**config.mk**
```make
export PLATFORM = sky130hd
export DESIGN_NAME = boot_space_select_loader
export DESIGN_NICKNAME = d
export VERILOG_FILES = /design/src/boot_sel_pkg.sv /design/src/boot_space_select_loader.sv /design/src/access_check.sv
export SDC_FILE = /design/constraint.sdc
export NUM_CORES = 1
export LEC_CHECK = 0
export ABC_AREA = 1
export BUFFER_PORTS_ARGS = -buffer_cell sky130_fd_sc_hd__buf_2
export CELL_PAD_IN_SITES_DETAIL_PLACEMENT = 0
export CELL_PAD_IN_SITES_GLOBAL_PLACEMENT = 1
export CORE_MARGIN = 3
export CORE_UTILIZATION = 32
export CTS_CLUSTER_DIAMETER = 60
export DETAILED_ROUTE_END_ITERATION = 8
export HOLD_SLACK_MARGIN = 0.05
export PLACE_DENSITY = 0.93
export SETUP_SLACK_MARGIN = 0.15
export SLEW_MARGIN = 20
export SYNTH_ARGS = -nofsm -noshare
export SYNTH_HDL_FRONTEND = slang
export SYNTH_SLANG_ARGS = --single-unit
```
**constraint.sdc**
```tcl
create_clock -name clk -period 4.5 [get_ports clk]
set_clock_uncertainty 0.2 [all_clocks]
set_input_delay 0.225 -clock clk [delete_from_list [all_inputs] [get_ports clk]]
set_output_delay 0.225 -clock clk [all_outputs]
set_load 0.01 [all_outputs]
```
**src/boot_sel_pkg.sv**
```systemverilog
// package: constants for the boot space selector and serial loader model
// assumes: included first in compile order; no other dependencies
package boot_sel_pkg;

   // ------------------------------------------------------------
   // sync and answer bytes
   // ------------------------------------------------------------
   localparam logic [7:0] SYNC_BYTE = 8'h7f;
   localparam logic [7:0] ACK_BYTE = 8'h79;
   localparam logic [7:0] NACK_BYTE = 8'h1f;

   // ------------------------------------------------------------
   // loader command codes
   // ------------------------------------------------------------
   localparam logic [7:0] CMD_GET = 8'h00;
   localparam logic [7:0] CMD_GET_VER = 8'h01;
   localparam logic [7:0] CMD_GET_ID = 8'h02;
   localparam logic [7:0] CMD_READ = 8'h11;
   localparam logic [7:0] CMD_GO = 8'h21;
   localparam logic [7:0] CMD_WRITE = 8'h31;
   localparam logic [7:0] CMD_ERASE = 8'h43;
   localparam logic [7:0] CMD_EXT_ERASE = 8'h44;
   localparam logic [7:0] CMD_WR_PROT = 8'h63;
   localparam logic [7:0] CMD_WR_UNPROT = 8'h73;
   localparam logic [7:0] CMD_RD_PROT = 8'h82;
   localparam logic [7:0] CMD_RD_UNPROT = 8'h92;

   // ------------------------------------------------------------
   // memory map
   // ------------------------------------------------------------
   localparam logic [31:0] FLASH_LO = 32'h0800_0000;
   localparam logic [31:0] FLASH_HI = 32'h0805_ffff;
   localparam logic [31:0] BANK1_BASE = 32'h0800_0000;
   localparam logic [31:0] BANK2_BASE = 32'h0803_0000;
   localparam logic [31:0] DATA_LO = 32'h0808_0000;
   localparam logic [31:0] DATA_HI = 32'h0808_0fff;
   localparam logic [31:0] SRAM_LO = 32'h2000_0000;
   localparam logic [31:0] SRAM_HI = 32'h2000_bfff;
   localparam logic [31:0] SYSMEM_LO = 32'h1ff0_0000;
   localparam logic [31:0] SYSMEM_HI = 32'h1ff0_1fff;
   localparam logic [31:0] OPT_LO = 32'h1ff8_0000;
   localparam logic [31:0] OPT_HI = 32'h1ff8_00ff;
   localparam logic [31:0] USER_OPT_ADDR = 32'h1ff8_0004;
   localparam int BANK_TWO_BIT_POS = 7;
   localparam logic [1:0] ALIGN_MASK = 2'h3;

   // ------------------------------------------------------------
   // boot space and protection encodings
   // ------------------------------------------------------------
   typedef enum logic [2:0] {
      SPACE_BANK1 = 3'h0,
      SPACE_BANK2 = 3'h1,
      SPACE_SYSMEM = 3'h2,
      SPACE_SRAM = 3'h3,
      SPACE_HALT = 3'h4
   } boot_space_t;

   localparam logic [1:0] PROT_L0 = 2'h0;
   localparam logic [1:0] PROT_L1 = 2'h1;
   localparam logic [1:0] PROT_L2 = 2'h2;

   // ------------------------------------------------------------
   // memory operation codes toward the flash controller
   // ------------------------------------------------------------
   typedef enum logic [2:0] {
      MOP_NONE = 3'h0,
      MOP_READ = 3'h1,
      MOP_HALF_PAGE = 3'h2,
      MOP_DATA_ERASE = 3'h3,
      MOP_DATA_PROG = 3'h4,
      MOP_PAGE_ERASE = 3'h5,
      MOP_MASS_ERASE = 3'h6
   } mem_op_t;

endpackage

```
**src/boot_space_select_loader.sv**
```systemverilog
// module: boot space selection at reset and serial loader session control
// assumes: the two rx byte streams come from receivers on clk; bank first
// words and option bit are supplied by the flash array as stable levels
`timescale 1ns/1ps

module boot_space_select_loader #(
   parameter bit SILENT_ABORT = 1'b0
) (
   input wire logic clk,
   input wire logic rst,
   input wire logic primary_boot_pin,
   input wire logic secondary_boot_pin,
   input wire logic [7:0] user_option_byte,
   input wire logic [1:0] prot_level_in,
   input wire logic [31:0] bank1_first_word,
   input wire logic [31:0] bank2_first_word,
   input wire logic port_one_rx_valid,
   input wire logic [7:0] port_one_rx_data,
   input wire logic port_two_rx_valid,
   input wire logic [7:0] port_two_rx_data,
   input wire logic baud_done,
   input wire logic [31:0] cmd_addr,
   input wire logic [7:0] cmd_count_m1,
   output logic [2:0] boot_space,
   output logic cpu_halt,
   output logic loader_active,
   output logic port_one_enable,
   output logic port_two_enable,
   output logic baud_start,
   output logic tx_valid,
   output logic [7:0] tx_data,
   output logic mem_op_valid,
   output logic [2:0] mem_op,
   output logic [31:0] mem_addr,
   output logic [1:0] prot_level_out
);

   // ------------------------------------------------------------
   // pin synchronisers
   // ------------------------------------------------------------
   logic [1:0] pin_meta_r, pin_sync_r;
   always_ff @(posedge clk) begin
      pin_meta_r <= {secondary_boot_pin, primary_boot_pin};
      pin_sync_r <= pin_meta_r;
   end

   // ------------------------------------------------------------
   // boot decision
   // ------------------------------------------------------------
   logic captured_r, captured_nxt;
   boot_sel_pkg::boot_space_t space_r, space_nxt;
   logic halt_r, halt_nxt;
   logic b1_valid, b2_valid, bit_two, lvl2;

   always_comb begin
      b1_valid = bank1_first_word >= boot_sel_pkg::SRAM_LO
         && bank1_first_word <= boot_sel_pkg::SRAM_HI;
      b2_valid = bank2_first_word >= boot_sel_pkg::SRAM_LO
         && bank2_first_word <= boot_sel_pkg::SRAM_HI;
      bit_two = user_option_byte[boot_sel_pkg::BANK_TWO_BIT_POS];
      lvl2 = prot_level_in == boot_sel_pkg::PROT_L2;
      captured_nxt = 1'b1;
      space_nxt = space_r;
      halt_nxt = halt_r;
      if (!captured_r) begin
         halt_nxt = 1'b0;
         if (bit_two) begin
            if (!pin_sync_r[0] || lvl2)
               space_nxt = boot_sel_pkg::SPACE_BANK1;
            else if (!pin_sync_r[1])
               space_nxt = boot_sel_pkg::SPACE_SYSMEM;
            else
               space_nxt = boot_sel_pkg::SPACE_SRAM;
         end else if (!pin_sync_r[0] || lvl2) begin
            if (b2_valid)
               space_nxt = boot_sel_pkg::SPACE_BANK2;
            else if (b1_valid)
               space_nxt = boot_sel_pkg::SPACE_BANK1;
            else begin
               space_nxt = boot_sel_pkg::SPACE_SYSMEM;
               halt_nxt = lvl2;
            end
         end else if (!pin_sync_r[1])
            space_nxt = boot_sel_pkg::SPACE_SYSMEM;
         else
            space_nxt = boot_sel_pkg::SPACE_SRAM;
      end
   end

   // two cycles after release the pin sync stages hold real levels
   logic [1:0] settle_r, settle_nxt;
   always_comb settle_nxt = settle_r == 2'h2 ? settle_r : settle_r + 2'h1;

   always_ff @(posedge clk) begin
      if (rst) begin
         settle_r <= 2'h0;
         captured_r <= 1'b0;
         space_r <= boot_sel_pkg::SPACE_BANK1;
         halt_r <= 1'b0;
      end else begin
         settle_r <= settle_nxt;
         if (settle_r == 2'h2) begin
            captured_r <= captured_nxt;
            space_r <= space_nxt;
            halt_r <= halt_nxt;
         end
      end
   end

   // ------------------------------------------------------------
   // loader session state machine
   // ------------------------------------------------------------
   typedef enum logic [6:0] {
      ST_IDLE = 7'b0000001,
      ST_DETECT = 7'b0000010,
      ST_BAUD = 7'b0000100,
      ST_CMD = 7'b0001000,
      ST_CHK = 7'b0010000,
      ST_ADDR = 7'b0100000,
      ST_MEM = 7'b1000000
   } ld_state_t;

   ld_state_t st_r, st_nxt;
   logic sel_two_r, sel_two_nxt;
   logic [7:0] cmd_r, cmd_nxt;
   logic [1:0] prot_r, prot_nxt;
   logic prot_init_r, prot_init_nxt;
   logic data_prog_r, data_prog_nxt;
   logic [31:0] prog_addr_r, prog_addr_nxt;
   logic rx_v;
   logic [7:0] rx_d;
   logic known_cmd, acc_sup, acc_align, acc_data, acc_flash, is_wr;

   access_check u_access (
      .addr(cmd_addr),
      .count_m1(cmd_count_m1),
      .is_write(is_wr),
      .supported(acc_sup),
      .aligned_ok(acc_align),
      .in_data(acc_data),
      .in_flash(acc_flash)
   );

   always_comb begin
      st_nxt = st_r;
      sel_two_nxt = sel_two_r;
      cmd_nxt = cmd_r;
      prot_nxt = prot_r;
      prot_init_nxt = 1'b1;
      data_prog_nxt = 1'b0;
      baud_start = 1'b0;
      tx_valid = 1'b0;
      tx_data = boot_sel_pkg::ACK_BYTE;
      mem_op_valid = 1'b0;
      mem_op = boot_sel_pkg::MOP_NONE;
      mem_addr = cmd_addr;
      is_wr = cmd_r == boot_sel_pkg::CMD_WRITE;
      if (!prot_init_r)
         prot_nxt = prot_level_in;
      // only the chosen port is heard once selected
      rx_v = sel_two_r ? port_two_rx_valid : port_one_rx_valid;
      rx_d = sel_two_r ? port_two_rx_data : port_one_rx_data;
      case (cmd_r)
         boot_sel_pkg::CMD_GET, boot_sel_pkg::CMD_GET_VER,
         boot_sel_pkg::CMD_GET_ID, boot_sel_pkg::CMD_READ,
         boot_sel_pkg::CMD_GO, boot_sel_pkg::CMD_WRITE,
         boot_sel_pkg::CMD_ERASE, boot_sel_pkg::CMD_EXT_ERASE,
         boot_sel_pkg::CMD_WR_PROT, boot_sel_pkg::CMD_WR_UNPROT,
         boot_sel_pkg::CMD_RD_PROT, boot_sel_pkg::CMD_RD_UNPROT:
            known_cmd = 1'b1;
         default: known_cmd = 1'b0;
      endcase
      case (st_r)
         ST_IDLE: begin
            if (captured_r && space_r == boot_sel_pkg::SPACE_SYSMEM
                  && !halt_r)
               st_nxt = ST_DETECT;
         end
         ST_DETECT: begin
            if (port_one_rx_valid
                  && port_one_rx_data == boot_sel_pkg::SYNC_BYTE) begin
               sel_two_nxt = 1'b0;
               baud_start = 1'b1;
               st_nxt = ST_BAUD;
            end else if (port_two_rx_valid
                  && port_two_rx_data == boot_sel_pkg::SYNC_BYTE) begin
               sel_two_nxt = 1'b1;
               baud_start = 1'b1;
               st_nxt = ST_BAUD;
            end
         end
         ST_BAUD: begin
            if (baud_done) begin
               tx_valid = 1'b1;
               st_nxt = ST_CMD;
            end
         end
         ST_CMD: begin
            if (rx_v) begin
               cmd_nxt = rx_d;
               st_nxt = ST_CHK;
            end
         end
         ST_CHK: begin
            if (rx_v) begin
               if (!known_cmd || rx_d != ~cmd_r) begin
                  tx_valid = 1'b1;
                  tx_data = boot_sel_pkg::NACK_BYTE;
                  st_nxt = ST_CMD;
               end else begin
                  tx_valid = 1'b1;
                  st_nxt = (cmd_r == boot_sel_pkg::CMD_READ
                     || is_wr || cmd_r == boot_sel_pkg::CMD_ERASE)
                     ? ST_ADDR : ST_MEM;
               end
            end
         end
         ST_ADDR: begin
            // address and count arrive assembled from the byte decoder
            if (rx_v) begin
               if (!acc_sup || !acc_align
                     || (cmd_r == boot_sel_pkg::CMD_ERASE && acc_data)) begin
                  tx_valid = !SILENT_ABORT;
                  tx_data = boot_sel_pkg::NACK_BYTE;
                  st_nxt = SILENT_ABORT ? ST_CHK : ST_CMD;
                  cmd_nxt = rx_d;
               end else begin
                  tx_valid = 1'b1;
                  mem_op_valid = 1'b1;
                  st_nxt = ST_CMD;
                  if (cmd_r == boot_sel_pkg::CMD_READ)
                     mem_op = boot_sel_pkg::MOP_READ;
                  else if (cmd_r == boot_sel_pkg::CMD_ERASE)
                     mem_op = boot_sel_pkg::MOP_PAGE_ERASE;
                  else if (acc_data) begin
                     mem_op = boot_sel_pkg::MOP_DATA_ERASE;
                     data_prog_nxt = 1'b1;
                  end else if (acc_flash)
                     mem_op = boot_sel_pkg::MOP_HALF_PAGE;
                  else
                     mem_op = boot_sel_pkg::MOP_DATA_PROG;
               end
            end
         end
         ST_MEM: begin
            tx_valid = 1'b1;
            st_nxt = ST_CMD;
            if (cmd_r == boot_sel_pkg::CMD_RD_PROT)
               prot_nxt = boot_sel_pkg::PROT_L1;
            else if (cmd_r == boot_sel_pkg::CMD_RD_UNPROT) begin
               if (prot_r == boot_sel_pkg::PROT_L1) begin
                  mem_op_valid = 1'b1;
                  mem_op = boot_sel_pkg::MOP_MASS_ERASE;
                  mem_addr = boot_sel_pkg::FLASH_LO;
               end
               prot_nxt = boot_sel_pkg::PROT_L0;
            end
         end
         default: st_nxt = ST_IDLE;
      endcase
      // the data program step always follows its own erase, at its address
      prog_addr_nxt = data_prog_nxt ? cmd_addr : prog_addr_r;
      if (data_prog_r) begin
         mem_op_valid = 1'b1;
         mem_op = boot_sel_pkg::MOP_DATA_PROG;
         mem_addr = prog_addr_r;
      end
   end

   always_ff @(posedge clk) begin
      if (rst) begin
         st_r <= ST_IDLE;
         sel_two_r <= 1'b0;
         cmd_r <= 8'h00;
         prot_r <= boot_sel_pkg::PROT_L0;
         prot_init_r <= 1'b0;
         data_prog_r <= 1'b0;
         prog_addr_r <= 32'h0000_0000;
      end else begin
         st_r <= st_nxt;
         sel_two_r <= sel_two_nxt;
         cmd_r <= cmd_nxt;
         prot_r <= prot_nxt;
         prot_init_r <= prot_init_nxt;
         data_prog_r <= data_prog_nxt;
         prog_addr_r <= prog_addr_nxt;
      end
   end

   // ------------------------------------------------------------
   // outputs
   // ------------------------------------------------------------
   logic in_session;
   always_comb begin
      in_session = st_r != ST_IDLE && st_r != ST_DETECT;
      boot_space = space_r;
      cpu_halt = halt_r;
      loader_active = st_r != ST_IDLE;
      port_one_enable = st_r == ST_DETECT || (in_session && !sel_two_r);
      port_two_enable = st_r == ST_DETECT || (in_session && sel_two_r);
      prot_level_out = prot_r;
   end

endmodule // boot_space_select_loader

```
**src/access_check.sv**
```systemverilog
// module: classifies a loader memory access against the memory map
// assumes: combinational; caller uses the outputs unregistered in its next-state logic
`timescale 1ns/1ps
module access_check (
   input wire logic [31:0] addr,
   input wire logic [7:0] count_m1,
   input wire logic is_write,
   output logic supported,
   output logic aligned_ok,
   output logic in_data,
   output logic in_flash
);
   logic [8:0] nbytes;

   always_comb begin
      nbytes = {1'b0, count_m1} + 9'h001;
      in_flash = addr >= boot_sel_pkg::FLASH_LO
         && addr <= boot_sel_pkg::FLASH_HI;
      in_data = addr >= boot_sel_pkg::DATA_LO
         && addr <= boot_sel_pkg::DATA_HI;
      supported = in_flash || in_data
         || (addr >= boot_sel_pkg::SRAM_LO && addr <= boot_sel_pkg::SRAM_HI)
         || (addr >= boot_sel_pkg::SYSMEM_LO
            && addr <= boot_sel_pkg::SYSMEM_HI)
         || (addr >= boot_sel_pkg::OPT_LO && addr <= boot_sel_pkg::OPT_HI);
      // flash and data writes are word aligned and whole words
      aligned_ok = !is_write || !(in_flash || in_data)
         || ((addr[1:0] & boot_sel_pkg::ALIGN_MASK) == 2'h0
            && (nbytes[1:0] & boot_sel_pkg::ALIGN_MASK) == 2'h0);
   end
endmodule // access_check

```
==> results_dict.tcl, run 1 <==
set metrics [dict create \
    grt_max_degree 46 \
    ctsHoldBuffers 16 \
    firstDrtPassIters 4 \
    pre_cts_slack_ns 1.79 \
    vias 3978 \
    wl_per_cell_um 11.9 \
    ys_seq_elements 62 \
    crit_family "simple AND/OR/NAND/NOR gates" \
    netlist.area_leader.share_pct 34.2 \
    worst-path-buf-inv 4 \
    cp-startpoint "st_r[3]" \
    cts_setup_buffers 0 \
    reg2reg_from "cmd_r[6]" \
    syn_to_final_growth_pct 33.7 \
    clk_pin_slew_ns 0.05 \
    reg2reg_depth 12 \
    vdd_drop_max_uv 188 \
    clkSinkCount 62 \
    dpl-instance-area_um2 4420 \
    cts-root-buf "clkbuf_16" \
    cts_buffers 9 \
    drcViolationCount 0 \
    min_path_type "input port to flip-flop" \
    utilization_pct 44.2 \
    tightest_slew_ns 0.851 \
    cts_max_path_buffers 2 \
    slowest_delay_ns 0.35 \
    worst_slack_ns 1.48 \
    timing.fmax_mhz 331 \
    period_minus_slack_ns 3.02 \
    setup_viol 0 \
    final_area_um2 4850 \
    slew_headroom_pct 43.2 \
    boundaryPins 192 \
    layout-drive-gt1-share_pct 24.5 \
    path_cells "nor2_1, nand2_1, inv_1, nand4_1, nor2_1, nand2_1, nor2_1, nor2_2, buf_4, inv_1, o21ai_0, buf_2" \
    rsz0062_at_grt "no" \
    floorplan.die.width_um 113 \
    crit_top_cell "nor2_1" \
    async_flop_share_pct 0 \
    ctsResizeCount 0 \
    cts_tree "yes" \
    min_to "cpu_halt" \
    fin_hold_ws_ns 0.0632 \
    maxCapViolCount 0 \
    wl_mm 10.3 \
    worstPathArrival_ns 2.59 \
    tns_ns 0 \
    leakage_nw 2.60 \
    critPathKind "flip-flop to primary output" \
    detail-route-antenna-nets 0 \
    cts.htree.levels 3 \
    die-area_um2 12700 \
    r2r-end "prog_addr_r[5]" \
    outcome "completed" \
    grt_pass1_vias 3742 \
    worstSetupStartpointType "flip-flop" \
    initialDrtViolationCount 180 \
    crit_slowest_cell "inv_1" \
    regToRegSetupSlack_ns 2.14 \
    syn_inst 571 \
    fin_nets 861 \
    seq_area_frac_synth_pct 34.2 \
    core_um2 11000 \
    crit_path_max_fanout 24 \
    powerDensity_nw_per_um2 338 \
    start_util_pct 33.1 \
    synthTopCellsByArea "dfxtp_1, nand2_1, inv_1" \
    place.gp.congestion 0.866 \
    ys.flop_type "dfxtp_1" \
    grt_pass1_wl_mm 16.9 \
    insertion_delay_ns 0.32 \
    crit_path_end_kind "primary output" \
    slew_violations 0 \
    track_usage_pct 16.0 \
    yosys.area.top_type "dfxtp_1" \
    yosysWarnings 0 \
    grt_overflow 0 \
    io_buffers 145 \
    holdPathStages 2 \
    final_common_cell "buf_2" \
    num_antenna_cells 0 \
    hold_viol_final 0 \
    worstPathRequired_ns 4.07 \
    viasPerCell 4.58 \
    place_hpwl_mm 7.96 \
    die_h_um 113 \
    fin_crit_sh_pct 67.0 \
    synth_edf_count 0 \
    final_cell_mix "buf_2, nand2_1, inv_1" \
    syn_avg_cell_area_um2 6.36 \
    synth.distinct_cells 41 \
    hp-start "rst" \
    antenna_found_initial 0 \
    fillCellCount 1185 \
    rows 38 \
    netlist_area_um2 3630 \
]
==> layout make-up <==
cell class	instances	area, um^2	share of cell area [%]
timing repair buffer	163	901	18.6
clock buffer	10	239	4.92
multi-input combinational	387	1890	38.8
tap	140	175	3.61
clock inverter	6	37.5	0.773
sequential	62	1240	25.6
inverter	100	375	7.73
==> cell usage after synthesis, types with 2 or more instances <==
cell and number:
nand2_1 131, inv_1 100, nor2_1 64, dfxtp_1 62
nand3_1 43, o21ai_0 37, a21oi_1 25, nor4_1 14
nand4_1 12, buf_4 10, clkbuf_1 10, xor2_1 8
a22o_1 7, nor3_1 6, o22ai_1 6, a31oi_1 3
buf_2 3, nor2_2 3, and2_1 2, conb_1 2
nor2_4 2, o21ai_1 2
==> state kept, by name (all words and copies together) (netlist names), 2 cells and up <==
signal	count
pin_sync_r	2
settle_r	2
boot_space	2
pin_meta_r	2
cmd_r	8
prot_level_out	2
prog_addr_r	32
st_r	7
==> per-layer routing <==
layer  global-route usage, %  up-vias  share of wire [%]
li1                        -     2114                  -
met1                    20.0     1760                 45
met2                    27.7      102                 49
met3                    4.53        2                6.2
met4                    2.88        0               0.18
met5                       0        -                  0
==> where the power goes <==
group	total (W)	leakage, nW	switching [W]	internal (W)
Sequential	0.000620	0.504	0.0000279	0.000593
Clock	0.000624	0.130	0.000241	0.000384
Combinational	0.000398	1.97	0.000242	0.000156
Total	0.00164	2.60	0.000510	0.00113
==> cells by family (layout without fill, tap and decap cells) <==
group | Yosys count | count (layout) | synth area share (%)
AND/OR/NAND/NOR | 287 | 287 | 35.6
buffers and inverters | 125 | 279 | 14.3
AO/OA/AOI/OAI | 86 | 86 | 13.4
flip-flops | 62 | 62 | 34.2
XOR/XNOR | 8 | 8 | 1.93
other | 2 | 5 | 0.207
adder cells (fa/ha/maj) | 1 | 1 | 0.345
==> metrics by stage <==
| stage | power, W | instances |
|---|---|---|
| floorplan | 0.000876 | 574 |
| global placement | 0.00102 | 836 |
| detailed placement | 0.00102 | 836 |
| CTS | 0.00166 | 868 |
| global route | 0.00174 | 868 |
| finish | 0.00164 | 868 |
==> how the worst max path moves through the flow <==
stage | endpoint | slack [ns] | cells after the start
after floorplan | tx_data[2] | 2.38 | 10
after global placement | mem_addr[29] | 1.79 | 12
after detailed placement | mem_addr[18] | 1.79 | 12
after CTS | mem_addr[27] | 1.43 | 13
after global routing | mem_addr[27] | 1.10 | 12
final | mem_addr[18] | 1.48 | 12
Note: power is estimated with default switching activity, not from simulation.
==> run 2: changes to the inputs <==
--- a/config.mk
+++ b/config.mk
@@ -10,11 +10,11 @@
 export CELL_PAD_IN_SITES_DETAIL_PLACEMENT = 0
 export CELL_PAD_IN_SITES_GLOBAL_PLACEMENT = 1
 export CORE_MARGIN = 3
-export CORE_UTILIZATION = 32
+export CORE_UTILIZATION = 27
 export CTS_CLUSTER_DIAMETER = 60
 export DETAILED_ROUTE_END_ITERATION = 8
 export HOLD_SLACK_MARGIN = 0.05
-export PLACE_DENSITY = 0.93
+export PLACE_DENSITY = 0.84
 export SETUP_SLACK_MARGIN = 0.15
 export SLEW_MARGIN = 20
 export SYNTH_ARGS = -nofsm -noshare
==> constraint.sdc (replaced) <==
create_clock -name clk -period 2.5 [get_ports clk]
set_clock_uncertainty 0.2 [all_clocks]
set_input_delay 0.125 -clock clk [delete_from_list [all_inputs] [get_ports clk]]
set_output_delay 0.125 -clock clk [all_outputs]
set_load 0.01 [all_outputs]
==> run 2 against run 1 <==
Compared with the run above:
- register-to-register slack got worse by 1.7 ns
- critical path type unchanged
- critical endpoint is now tx_data[1]
- sequential share of layout area fell by 2.8 points
- sequential power grew 84%
- first-iteration DRC count shrank 6.1%
- largest power group unchanged
==> results_dict.tcl, run 2 (same netlist as run 1, synthesis figures left out) <==
set metrics [dict create \
    outcome "completed" \
    viasPerCell 4.40 \
    final_area_um2 5590 \
    clkPwrFrac_pct 39.1 \
    num_antenna_cells 0 \
    cts-root-buf "clkbuf_16" \
    r2r-end "prog_addr_r[4]" \
    powerDensity_nw_per_um2 574 \
    worstPathArrival_ns 1.98 \
    wl_per_cell_um 12.3 \
    cts.htree.levels 3 \
    hold_viol_final 0 \
    utilization_pct 43.4 \
    fin_nets 908 \
    max_flop_register "prog_addr_r" \
    rsz0062_at_grt "yes" \
    p_seq_share_pct 35.7 \
    cts_max_path_buffers 2 \
    grt_pass1_wl_mm 18.1 \
    p_sw_w 0.00100 \
    reg2reg_depth 14 \
    boundaryPins 192 \
    crit_path_end_kind "primary output" \
    fin_crit_sh_pct 92.2 \
    grt_overflow 0 \
    drcViolationCount 0 \
    slew_violations 0 \
    cts_buffers 9 \
    critPathKind "flip-flop to primary output" \
    leakage_nw 2.88 \
    place.gp.congestion 0.818 \
    rows 41 \
    slew_headroom_pct 61.9 \
    syn_to_final_growth_pct 53.8 \
    intPower_w 0.00220 \
    worst-path-buf-inv 3 \
    worstSetupStartpointType "flip-flop" \
    crit_path_max_fanout 7 \
    final_cell_mix "buf_2, nand2_1, inv_1" \
    crit_family "simple AND/OR/NAND/NOR gates" \
    die-area_um2 14900 \
    die_h_um 122 \
    grt_max_degree 38 \
    io_buffers 145 \
    worstPathRequired_ns 2.17 \
    antenna_found_initial 0 \
    regToRegSetupSlack_ns 0.41 \
    power_frac_comb_pct 25.3 \
    tightest_slew_ns 0.566 \
    largest_reg_flops 32 \
    vias 4166 \
    tns_ns 0 \
    slowest_delay_ns 0.37 \
    path_cells "clkbuf_16, o21ai_1, xor2_1, nor3_2, nand3_2, nand2_2, a21oi_2, nand2_2, inv_2, buf_6" \
    place_hpwl_mm 8.50 \
    floorplan.die.width_um 122 \
    dpl-instance-area_um2 4580 \
    initialDrtViolationCount 169 \
    reg2reg_from "cmd_r[1]" \
    cts_tree "yes" \
    core_um2 12900 \
    vdd_drop_max_uv 282 \
    period_minus_slack_ns 2.30 \
    grt_pass1_vias 3970 \
    insertion_delay_ns 0.33 \
    setup_viol 0 \
    pre_cts_slack_ns 0.161 \
    clk_pin_slew_ns 0.06 \
    maxCapViolCount 0 \
    total_power_w 0.00320 \
    switching_share_pct 31.3 \
    crit_top_cell "nand2_2" \
    start_util_pct 28.2 \
    reg_top3 "prog_addr_r: 32 flops, cmd_r: 8 flops, st_r: 7 flops" \
    holdPathStages 5 \
    final_common_cell "buf_2" \
    min_path_type "input port to flip-flop" \
    layout-drive-gt1-share_pct 34.6 \
    min_to "boot_space[1]" \
    track_usage_pct 15.1 \
    wl_mm 11.6 \
    worst_slack_ns 0.195 \
    clkSinkCount 62 \
    hp-start "bank1_first_word[28]" \
    detail-route-antenna-nets 0 \
    crit_slowest_cell "dfxtp_4" \
    timing.fmax_mhz 434 \
    firstDrtPassIters 4 \
]
==> run 2: layer usage <==
| metal | global-route usage [%] | vias to the layer above | part of all wire [%] |
|---|---|---|---|
| met4 | 5.53 | 0 | 1.4 |
| met2 | 26.3 | 81 | 50 |
| met5 | 0 | - | 0 |
| li1 | - | 2217 | - |
| met1 | 18.3 | 1854 | 43 |
| met3 | 3.06 | 14 | 4.9 |
==> run 2: tightest hold or removal path, cell delays in order <==
cell and delay [ns]:
buf_2 0.07, nor4_1 0.03, nand4_1 0.07, nand3_1 0.09
a31oi_1 0.14
==> run 2: area by class of cell <==
type                            instances  area (um^2)
Fill cell                            1381         7290
Multi-Input combinational cell        387         2040
Timing Repair Buffer                  210         1380
Sequential cell                        62         1270
Inverter                              100          380
Clock buffer                            9          225
Tap cell                              172          215
Clock inverter                          7         75.1
==> run 2: per-stage QoR <==
step,cells,hold WS [ns]
after floorplan,574,-0.0473
after global placement,882,0.0284
after detailed placement,882,0.0286
after CTS,936,0.0560
after global routing,947,0.0897
final,947,0.0524
==> run 2: power by group through the flow <==
stage | sequential (W) | clock [W] | combinational (W)
6_report | 0.00114 | 0.00125 | 0.000810
5_1_grt | 0.00115 | 0.00132 | 0.000925
4_1_cts | 0.00112 | 0.00129 | 0.000781
3_5_place_dp | 0.00114 | 0 | 0.000732
3_3_place_gp | 0.00113 | 0 | 0.000729
2_1_floorplan | 0.00113 | 0 | 0.000443
==> run 2: worst max-delay path by stage <==
| stage | start | to | cells after the start |
|---|---|---|---|
| after floorplan | sel_two_r | tx_data[2] | 10 |
| after global placement | st_r[2] | mem_addr[13] | 12 |
| after detailed placement | st_r[3] | mem_addr[13] | 12 |
| after CTS | cmd_r[5] | tx_data[2] | 13 |
| after global routing | cmd_r[1] | mem_op[2] | 11 |
| final | sel_two_r | tx_data[1] | 10 |
==> run 2: repair_timing <==
item                                   4_1_cts  5_1_grt
resized for setup                           27       77
setup endpoints to repair                   39       45
pin swaps                                    8       17
setup buffers                                9        9
gates cloned                                 0        2
endpoints found under the hold margin       32        0
hold buffers                                29        0
